==> config.mk <==
export PLATFORM = sky130hd
export DESIGN_NAME = cdbg_entry
export DESIGN_NICKNAME = d
export VERILOG_FILES = /design/src/design/cdbg_sync.v /design/src/design/cdbg_entry.v
export VERILOG_INCLUDE_DIRS = /design/src /design/src/shared
export SDC_FILE = /design/constraint.sdc
export NUM_CORES = 1
export LEC_CHECK = 0
export ABC_AREA = 1
export BUFFER_PORTS_ARGS = -buffer_cell sky130_fd_sc_hd__buf_2
export CAP_MARGIN = 20
export CORE_ASPECT_RATIO = 0.5
export CORE_MARGIN = 1.5
export CORE_UTILIZATION = 46
export DETAILED_ROUTE_END_ITERATION = 8
export PLACE_DENSITY = 0.76
export SLEW_MARGIN = 20
export SYNTH_ARGS = -nofsm -noshare
export SYNTH_HDL_FRONTEND = slang
export SYNTH_SLANG_ARGS = --single-unit
==> constraint.sdc <==
create_clock -name pclk -period 1.8 [get_ports pclk]
set_clock_uncertainty 0.15 [all_clocks]
set_input_delay 0.54 -clock pclk [delete_from_list [all_inputs] [get_ports pclk]]
set_output_delay 0.54 -clock pclk [all_outputs]
set_load 0.02 [all_outputs]
==> src/shared/cdbg_map.vh <==
// Register offsets, field positions and the interrupt mask reset value of the debug entry block.
`ifndef CDBG_MAP_VH
`define CDBG_MAP_VH

`define CDBG_ADDR_W          12
`define CDBG_DATA_W          32

`define CDBG_OFF_CTRL        12'h000
`define CDBG_OFF_STATUS      12'h004
`define CDBG_OFF_INT_STAT    12'h008
`define CDBG_OFF_INT_MASK    12'h00c
`define CDBG_OFF_RX_DATA     12'h010
`define CDBG_OFF_TX_DATA     12'h014

`define CDBG_CTRL_HALT_REQ   1
`define CDBG_CTRL_RESUME     2

`define CDBG_ST_HALTED       0
`define CDBG_ST_DATA_PEND    1
`define CDBG_ST_RX_EMPTY     2
`define CDBG_ST_TX_EMPTY     3
`define CDBG_ST_BUS_DIS      4
`define CDBG_ST_ENABLE       5

`define CDBG_INT_ENTER       0
`define CDBG_INT_EXIT        1
`define CDBG_INT_RX_TAKEN    2
`define CDBG_INT_TX_FILLED   3
`define CDBG_INT_W           4

`define CDBG_INT_MASK_RST    4'h0
`define CDBG_CHAIN_W         4
`define CDBG_CHAIN_CORE      4'h0
`define CDBG_CHAIN_ICE       4'h4

`endif

==> src/design/cdbg_sync.v <==
// Two flip-flop synchroniser for signals that come from outside the pclk domain.
`timescale 1ns/1ps
`default_nettype none

module cdbg_sync #(
    parameter WIDTH = 1
) (
    input  wire             pclk,
    input  wire             presetn,
    input  wire [WIDTH-1:0] async_in,
    output reg  [WIDTH-1:0] sync_out
);

    reg [WIDTH-1:0] stage1;

    always @(posedge pclk or negedge presetn) begin
        if (!presetn) begin
            stage1   <= {WIDTH{1'b0}};
            sync_out <= {WIDTH{1'b0}};
        end else begin
            stage1   <= async_in;
            sync_out <= stage1;
        end
    end

endmodule

`default_nettype wire

==> src/design/cdbg_entry.v <==
// Debug entry control: breakpoint and halt request handling, comms flags, scan bus disable.
`timescale 1ns/1ps
`default_nettype none
`include "cdbg_map.vh"

module cdbg_entry (
    input  wire                     pclk,
    input  wire                     presetn,
    input  wire                     psel,
    input  wire                     penable,
    input  wire                     pwrite,
    input  wire [`CDBG_ADDR_W-1:0]  paddr,
    input  wire [`CDBG_DATA_W-1:0]  pwdata,
    output wire [`CDBG_DATA_W-1:0]  prdata,
    output wire                     pready,
    output wire                     pslverr,
    input  wire                     ext_breakpoint_in,
    input  wire                     ext_halt_request,
    input  wire                     debug_feature_enable,
    input  wire                     tck,
    input  wire                     scan_intest,
    input  wire [`CDBG_CHAIN_W-1:0] scan_chain_sel,
    input  wire                     core_access_done,
    input  wire                     core_access_is_fetch,
    input  wire                     core_pipe_advance,
    input  wire                     core_pipe_flush,
    input  wire                     core_instr_done,
    input  wire                     core_resume,
    input  wire                     core_rx_read,
    output wire [`CDBG_DATA_W-1:0]  core_rx_data,
    input  wire                     core_tx_write,
    input  wire [`CDBG_DATA_W-1:0]  core_tx_data,
    output wire                     internal_halt_request,
    output wire                     halted_state_ack,
    output wire                     comm_rx_buffer_flag,
    output wire                     comm_tx_buffer_flag,
    output wire                     scan_bus_disable,
    output wire                     irq
);

    localparam ST_RUN  = 1'b0;
    localparam ST_HALT = 1'b1;

    function hit;
        input [`CDBG_ADDR_W-1:0] addr;
        input [`CDBG_ADDR_W-1:0] off;
        begin
            hit = (addr == off);
        end
    endfunction

    // Pin inputs synchronised before use.
    wire                     bp_s;
    wire                     hreq_s;
    wire                     en_s;
    wire                     tck_s;
    wire                     intest_s;
    wire [`CDBG_CHAIN_W-1:0] chain_s;

    cdbg_sync #(
        .WIDTH (1)
    ) u_sync_bp (
        .pclk     (pclk),
        .presetn  (presetn),
        .async_in (ext_breakpoint_in),
        .sync_out (bp_s)
    );

    cdbg_sync #(
        .WIDTH (1)
    ) u_sync_hreq (
        .pclk     (pclk),
        .presetn  (presetn),
        .async_in (ext_halt_request),
        .sync_out (hreq_s)
    );

    cdbg_sync #(
        .WIDTH (1)
    ) u_sync_en (
        .pclk     (pclk),
        .presetn  (presetn),
        .async_in (debug_feature_enable),
        .sync_out (en_s)
    );

    cdbg_sync #(
        .WIDTH (2 + `CDBG_CHAIN_W)
    ) u_sync_scan (
        .pclk     (pclk),
        .presetn  (presetn),
        .async_in ({tck, scan_intest, scan_chain_sel}),
        .sync_out ({tck_s, intest_s, chain_s})
    );

    // APB decode.
    wire wr_en = psel && penable && pwrite;
    wire rd_en = psel && penable && !pwrite;
    wire mapped = hit(paddr, `CDBG_OFF_CTRL) || hit(paddr, `CDBG_OFF_STATUS) ||
                  hit(paddr, `CDBG_OFF_INT_STAT) || hit(paddr, `CDBG_OFF_INT_MASK) ||
                  hit(paddr, `CDBG_OFF_RX_DATA) || hit(paddr, `CDBG_OFF_TX_DATA);
    wire wr_ctrl  = wr_en && hit(paddr, `CDBG_OFF_CTRL);
    wire wr_istat = wr_en && hit(paddr, `CDBG_OFF_INT_STAT);
    wire wr_imask = wr_en && hit(paddr, `CDBG_OFF_INT_MASK);
    wire wr_rx    = wr_en && hit(paddr, `CDBG_OFF_RX_DATA);
    wire rd_tx    = rd_en && hit(paddr, `CDBG_OFF_TX_DATA);

    assign pready  = 1'b1;
    assign pslverr = psel && penable && !mapped;

    reg                      halt_req_bit;
    reg                      state;
    reg                      mark_dec;
    reg                      data_pend;
    reg                      rx_full;
    reg                      tx_full;
    reg [`CDBG_DATA_W-1:0]   rx_word;
    reg [`CDBG_DATA_W-1:0]   tx_word;
    reg [`CDBG_INT_W-1:0]    int_stat;
    reg [`CDBG_INT_W-1:0]    int_mask;
    reg [`CDBG_DATA_W-1:0]   rdata;
    reg                      tck_d;
    reg                      bus_dis;
    reg                      next_state;

    wire feat_on = en_s;

    assign internal_halt_request = hreq_s || halt_req_bit;

    wire bp_fetch = feat_on && bp_s && core_access_done && core_access_is_fetch;
    wire bp_data  = feat_on && bp_s && core_access_done && !core_access_is_fetch;

    wire fetch_hit = core_pipe_advance && mark_dec && !core_pipe_flush;

    wire instr_hit = core_instr_done && (data_pend || internal_halt_request);

    wire enter = feat_on && (state == ST_RUN) && (fetch_hit || instr_hit);
    wire sw_resume = wr_ctrl && pwdata[`CDBG_CTRL_RESUME];
    wire leave = (state == ST_HALT) && (core_resume || sw_resume || !feat_on);

    always @* begin
        next_state = state;
        case (state)
            ST_RUN: begin
                if (enter) begin
                    next_state = ST_HALT;
                end
            end
            ST_HALT: begin
                if (leave) begin
                    next_state = ST_RUN;
                end
            end
            default: begin
                next_state = ST_RUN;
            end
        endcase
    end

    always @(posedge pclk or negedge presetn) begin
        if (!presetn) begin
            state <= ST_RUN;
        end else begin
            state <= next_state;
        end
    end

    assign halted_state_ack = (state == ST_HALT);

    // A fetch mark waits in the decode slot until the next advance carries it
    // into execute; a flush discards it, so a fetch that never executes is harmless.
    always @(posedge pclk or negedge presetn) begin
        if (!presetn) begin
            mark_dec <= 1'b0;
        end else if (!feat_on || core_pipe_flush) begin
            mark_dec <= 1'b0;
        end else begin
            if (core_pipe_advance) begin
                mark_dec <= bp_fetch;
            end else if (bp_fetch) begin
                mark_dec <= 1'b1;
            end
        end
    end

    always @(posedge pclk or negedge presetn) begin
        if (!presetn) begin
            data_pend <= 1'b0;
        end else if (!feat_on) begin
            data_pend <= 1'b0;
        end else if (bp_data) begin
            data_pend <= 1'b1;
        end else if (enter) begin
            data_pend <= 1'b0;
        end
    end

    always @(posedge pclk or negedge presetn) begin
        if (!presetn) begin
            halt_req_bit <= 1'b0;
        end else if (wr_ctrl) begin
            halt_req_bit <= pwdata[`CDBG_CTRL_HALT_REQ];
        end
    end

    always @(posedge pclk or negedge presetn) begin
        if (!presetn) begin
            rx_full <= 1'b0;
            rx_word <= 32'h0000_0000;
        end else if (wr_rx) begin
            rx_full <= 1'b1;
            rx_word <= pwdata;
        end else if (core_rx_read) begin
            rx_full <= 1'b0;
        end
    end

    always @(posedge pclk or negedge presetn) begin
        if (!presetn) begin
            tx_full <= 1'b0;
            tx_word <= 32'h0000_0000;
        end else if (core_tx_write) begin
            tx_full <= 1'b1;
            tx_word <= core_tx_data;
        end else if (rd_tx) begin
            tx_full <= 1'b0;
        end
    end

    assign comm_rx_buffer_flag = !rx_full;
    assign comm_tx_buffer_flag = !tx_full;
    assign core_rx_data        = rx_word;

    wire tck_fall = tck_d && !tck_s;

    always @(posedge pclk or negedge presetn) begin
        if (!presetn) begin
            tck_d   <= 1'b0;
            bus_dis <= 1'b0;
        end else begin
            tck_d <= tck_s;
            if (tck_fall) begin
                bus_dis <= intest_s && ((chain_s == `CDBG_CHAIN_CORE) ||
                                        (chain_s == `CDBG_CHAIN_ICE));
            end
        end
    end

    assign scan_bus_disable = bus_dis;

    // Events; a set in the same cycle as a write-one clear wins.
    wire [`CDBG_INT_W-1:0] int_set;
    assign int_set[`CDBG_INT_ENTER]     = (state == ST_RUN) && (next_state == ST_HALT);
    assign int_set[`CDBG_INT_EXIT]      = (state == ST_HALT) && (next_state == ST_RUN);
    assign int_set[`CDBG_INT_RX_TAKEN]  = rx_full && core_rx_read && !wr_rx;
    assign int_set[`CDBG_INT_TX_FILLED] = core_tx_write;

    always @(posedge pclk or negedge presetn) begin
        if (!presetn) begin
            int_stat <= {`CDBG_INT_W{1'b0}};
            int_mask <= `CDBG_INT_MASK_RST;
        end else begin
            if (wr_istat) begin
                int_stat <= (int_stat & ~pwdata[`CDBG_INT_W-1:0]) | int_set;
            end else begin
                int_stat <= int_stat | int_set;
            end
            if (wr_imask) begin
                int_mask <= pwdata[`CDBG_INT_W-1:0];
            end
        end
    end

    assign irq = |(int_stat & int_mask);

    // Read data is registered during the setup cycle so the zero-wait access
    // phase presents a stable word.
    always @(posedge pclk or negedge presetn) begin
        if (!presetn) begin
            rdata <= 32'h0000_0000;
        end else if (psel && !penable && !pwrite) begin
            rdata <= 32'h0000_0000;
            if (hit(paddr, `CDBG_OFF_CTRL)) begin
                rdata[`CDBG_CTRL_HALT_REQ] <= halt_req_bit;
            end
            if (hit(paddr, `CDBG_OFF_STATUS)) begin
                rdata[`CDBG_ST_HALTED]    <= (state == ST_HALT);
                rdata[`CDBG_ST_DATA_PEND] <= data_pend;
                rdata[`CDBG_ST_RX_EMPTY]  <= !rx_full;
                rdata[`CDBG_ST_TX_EMPTY]  <= !tx_full;
                rdata[`CDBG_ST_BUS_DIS]   <= bus_dis;
                rdata[`CDBG_ST_ENABLE]    <= feat_on;
            end
            if (hit(paddr, `CDBG_OFF_INT_STAT)) begin
                rdata[`CDBG_INT_W-1:0] <= int_stat;
            end
            if (hit(paddr, `CDBG_OFF_INT_MASK)) begin
                rdata[`CDBG_INT_W-1:0] <= int_mask;
            end
            if (hit(paddr, `CDBG_OFF_RX_DATA)) begin
                rdata <= rx_word;
            end
            if (hit(paddr, `CDBG_OFF_TX_DATA)) begin
                rdata <= tx_word;
            end
        end
    end

    assign prdata = rdata;

endmodule

`default_nettype wire

==> reports/metrics.csv <==
stage,metric,value,unit
placement,PortBufs,167,
run_status,status,"complete, but fails checks",
die,Die Y,79.5,um
routing,WL final,14200,um
layout,fill cell count,880,
clock_tree,clk_lat worst skew,0.40,ns
sta,Fin. Hold Viols,0,
run_status,failing checks,negative setup slack,
global_route,GRT Overall Usage,24.3,%
synth,"top cells by count, synth","nand2_1, dfrtp_1, o21ai_0",
routing,wire per inst,14.8,um
power,Peak VDD IR,0.000526,V
synth,largest area contributor in the netlist,dfrtp_1,
layout,Final nets,888,
synth,Syn Std Cell Area,5380,sq um
synth,"Seq/Total Area, Yosys",59.5,%
sta,Final Setup Violations,3,
die,core area,11200,sq um
critical_path,Worst Setup End Kind,output port,
sta,Peak Freq,468,MHz
routing,vias per cell,4.86,
routing,DR iter-0 viols,293,
synth,post-synth cell types,29,
layout,Layout area overhead,40.9,%
critical_path,CP Class,in -> out,
hold_path,worst min path class,in -> reg,
run,max cap viols,0,
global_route,initial antenna violation count,0,
placement,pre-CTS setup slack,-0.409,ns
layout,ant diodes,0,
power,Leakage,4.21,nW
global_route,first-pass GRT wire length,23100,um
synth,"flops & latches, synth",128,
clock_tree,clk root buf,clkbuf_16,
clock_tree,CTS Buf Count,17,
sta,count of final max-slew check failures,0,
die,Starting Density,48.1,%
synth,most numerous cell in the Yosys netlist,nand2_1,
placement,post-placement cell count,919,
synth,Post-synth EDFFs,0,
clock_tree,clock sinks,128,
die,die area,12400,sq um
global_route,grt total ovfl,0,
critical_path,Worst Setup SP,paddr[7],
routing,drc violations,0,
global_route,vias in the first global route,4787,
critical_path,arrival time at the worst endpoint,1.45,ns
routing,DR pass1 iterations,5,
die,Rows,27,
synth,"Top FF cell, synth",dfrtp_1,
sta,Final WS setup,-0.337,ns
sta,final period utilization,119,%
critical_path,reg2reg start,halt_req_bit$_DFFE_PN0N_,
routing,Via Count,4675,
critical_path,CP max FO,4,
clock_tree,"Reg clk slew, reported paths",0.05,ns
hold_path,Hold Startpoint,scan_chain_sel[1],
critical_path,CP required,1.11,ns
clock_tree,CTS H-tree lvls,4,
die,Die W,156,um
sta,unrepaired setup endpoints after global routing,yes,
synth,Post-Syn Instances,579,
layout,share of post-route cells with drive strength above 1,38.2,%
synth,Synth Warn #,0,
synth,top cell type's share of synthesized area,59.5,%
synth,ys async rst share,100,%
placement,DP HPWL,9730,um
die,# IOs,170,
sta,min Tclk post-route,2.14,ns
synth,post-synthesis average cell area,9.29,sq um
power,Pwr Total,7.16,mW
synth,"top cells by area, synth","dfrtp_1, nand2_1, o21ai_0",
clock_tree,Max Root-Sink Buffers,2,
power,Power Dens Cells,945,nW/um^2
placement,gpl congestion,0.872,
layout,fin cells,962,
routing,Antenna Nets Post-Route,0,
synth,Mapped Nets,677,
critical_path,critical path startpoint category,primary input,
clock_tree,TritonCTS clock tree,done,
layout,Final Util,67.8,%
global_route,largest net degree at the start of global routing,48,
==> sequential cells by signal (all words and copies together), names as in the netlist <==
signal                flops
u_sync_bp.sync_out        1
u_sync_en.sync_out        1
tck_d                     1
tx_word                  32
u_sync_hreq.stage1        1
u_sync_hreq.sync_out      1
tx_full                   1
prdata                   32
int_stat                  4
data_pend                 1
halt_req_bit              1
int_mask                  4
u_sync_bp.stage1          1
rx_full                   1
u_sync_scan.sync_out      5
mark_dec                  1
core_rx_data             32
u_sync_scan.stage1        5
scan_bus_disable          1
u_sync_en.stage1          1
halted_state_ack          1
==> final timing paths <==
| check | to | slack (ns) | cells after the start |
|---|---|---|---|
| worst max-delay path | pslverr | -0.34 | 8 |
| worst min-delay path | u_sync_scan.stage1[1]$_DFF_PN0_ | 0.1 | 1 |
| worst max register to register | data_pend$_DFFE_PN0P_ | 0.46 | 6 |
| worst min register to register | u_sync_bp.sync_out$_DFF_PN0_ | 0.20 | 0 |
| max in group asynchronous | tx_word[24]$_DFFE_PN0P_ | 0.49 | 3 |
| min in group asynchronous | prdata[20]$_DFFE_PN0P_ | 0.43 | 2 |
==> cell usage in the layout (no fill, tap or decap), types with 2 or more instances in the layout <==
cell | Yosys | routed
inv_2 | 5 | 9
inv_1 | 54 | 49
nand2_4 | 0 | 2
nand3_2 | 1 | 2
nor2_2 | 4 | 3
o21ai_2 | 0 | 2
dfrtp_1 | 128 | 128
nand2_1 | 193 | 191
bufinv_16 | 0 | 4
nand4_1 | 3 | 3
nor2_4 | 1 | 6
mux2_4 | 10 | 10
buf_6 | 2 | 7
o22a_1 | 2 | 2
clkinv_2 | 0 | 4
buf_12 | 0 | 7
nor2_1 | 22 | 18
nor3_1 | 4 | 2
buf_4 | 1 | 41
nand3_1 | 20 | 18
nor3_2 | 0 | 2
clkbuf_8 | 0 | 4
mux2_2 | 18 | 18
o21ai_0 | 58 | 54
clkbuf_16 | 0 | 18
buf_2 | 5 | 158
o21ai_1 | 24 | 26
==> worst max-delay path, stage by stage <==
cell	delay, ns
buf_6	0.09
nor2_4	0.16
nand2_4	0.08
nor2_4	0.17
nand3_2	0.11
nand3_2	0.11
a211oi_4	0.04
buf_6	0.13
==> cells by family after synthesis <==
group | after synthesis | share of synthesized area [%]
buffers and inverters | 82 | 6.18
other | 1 | 0.0697
and+or+nand+nor | 252 | 19.2
AOI/OAI and AO/OA | 88 | 8.49
DFF | 128 | 59.5
muxes | 28 | 6.56
==> report_power, final <==
part | switching (mW) | leakage (nW) | internal, mW
Clock | 1.22 | 0.316 | 2.46
Sequential | 0.0403 | 1.66 | 2.98
Combinational | 0.276 | 2.23 | 0.195
Total | 1.53 | 4.21 | 5.63
==> area by class of cell <==
type | instances | area, sq um | area share, %
Clock buffer | 22 | 484 | 6.39
Timing Repair Buffer | 215 | 1350 | 17.8
Multi-Input combinational cell | 369 | 1960 | 25.9
Sequential cell | 128 | 3200 | 42.2
Clock inverter | 10 | 156 | 2.06
Tap cell | 159 | 199 | 2.62
Inverter | 59 | 226 | 2.99
==> repair_timing <==
| action | CTS | global route |
|---|---|---|
| cloned | 0 | 1 |
| hold endpoints to repair | 18 | 0 |
| pin swaps | 9 | 10 |
| buffers inserted | 7 | 2 |
| resized for setup | 19 | 12 |
| hold buffers | 1 | 0 |
| endpoints found under the setup margin | 3 | 6 |
==> metrics by stage <==
step | TNS, ns | hold slack [ns] | instance area (sq um)
after floorplan | -1.04 | 0.0944 | 5450
after global placement | -14.49 | 0.184 | 6750
after detailed placement | -15.59 | 0.189 | 6750
after CTS | -0.611 | 0.0818 | 7510
after global routing | -0.842 | 0.0757 | 7580
final | -0.628 | 0.0986 | 7580
==> metal layers <==
layer  wire, um  global-route usage (%)
met5          0                       0
met4        193                    8.48
met3        643                    5.43
met2       7410                    43.7
met1       6000                    28.9
No activity file was read; power rests on OpenSTA's default activity.
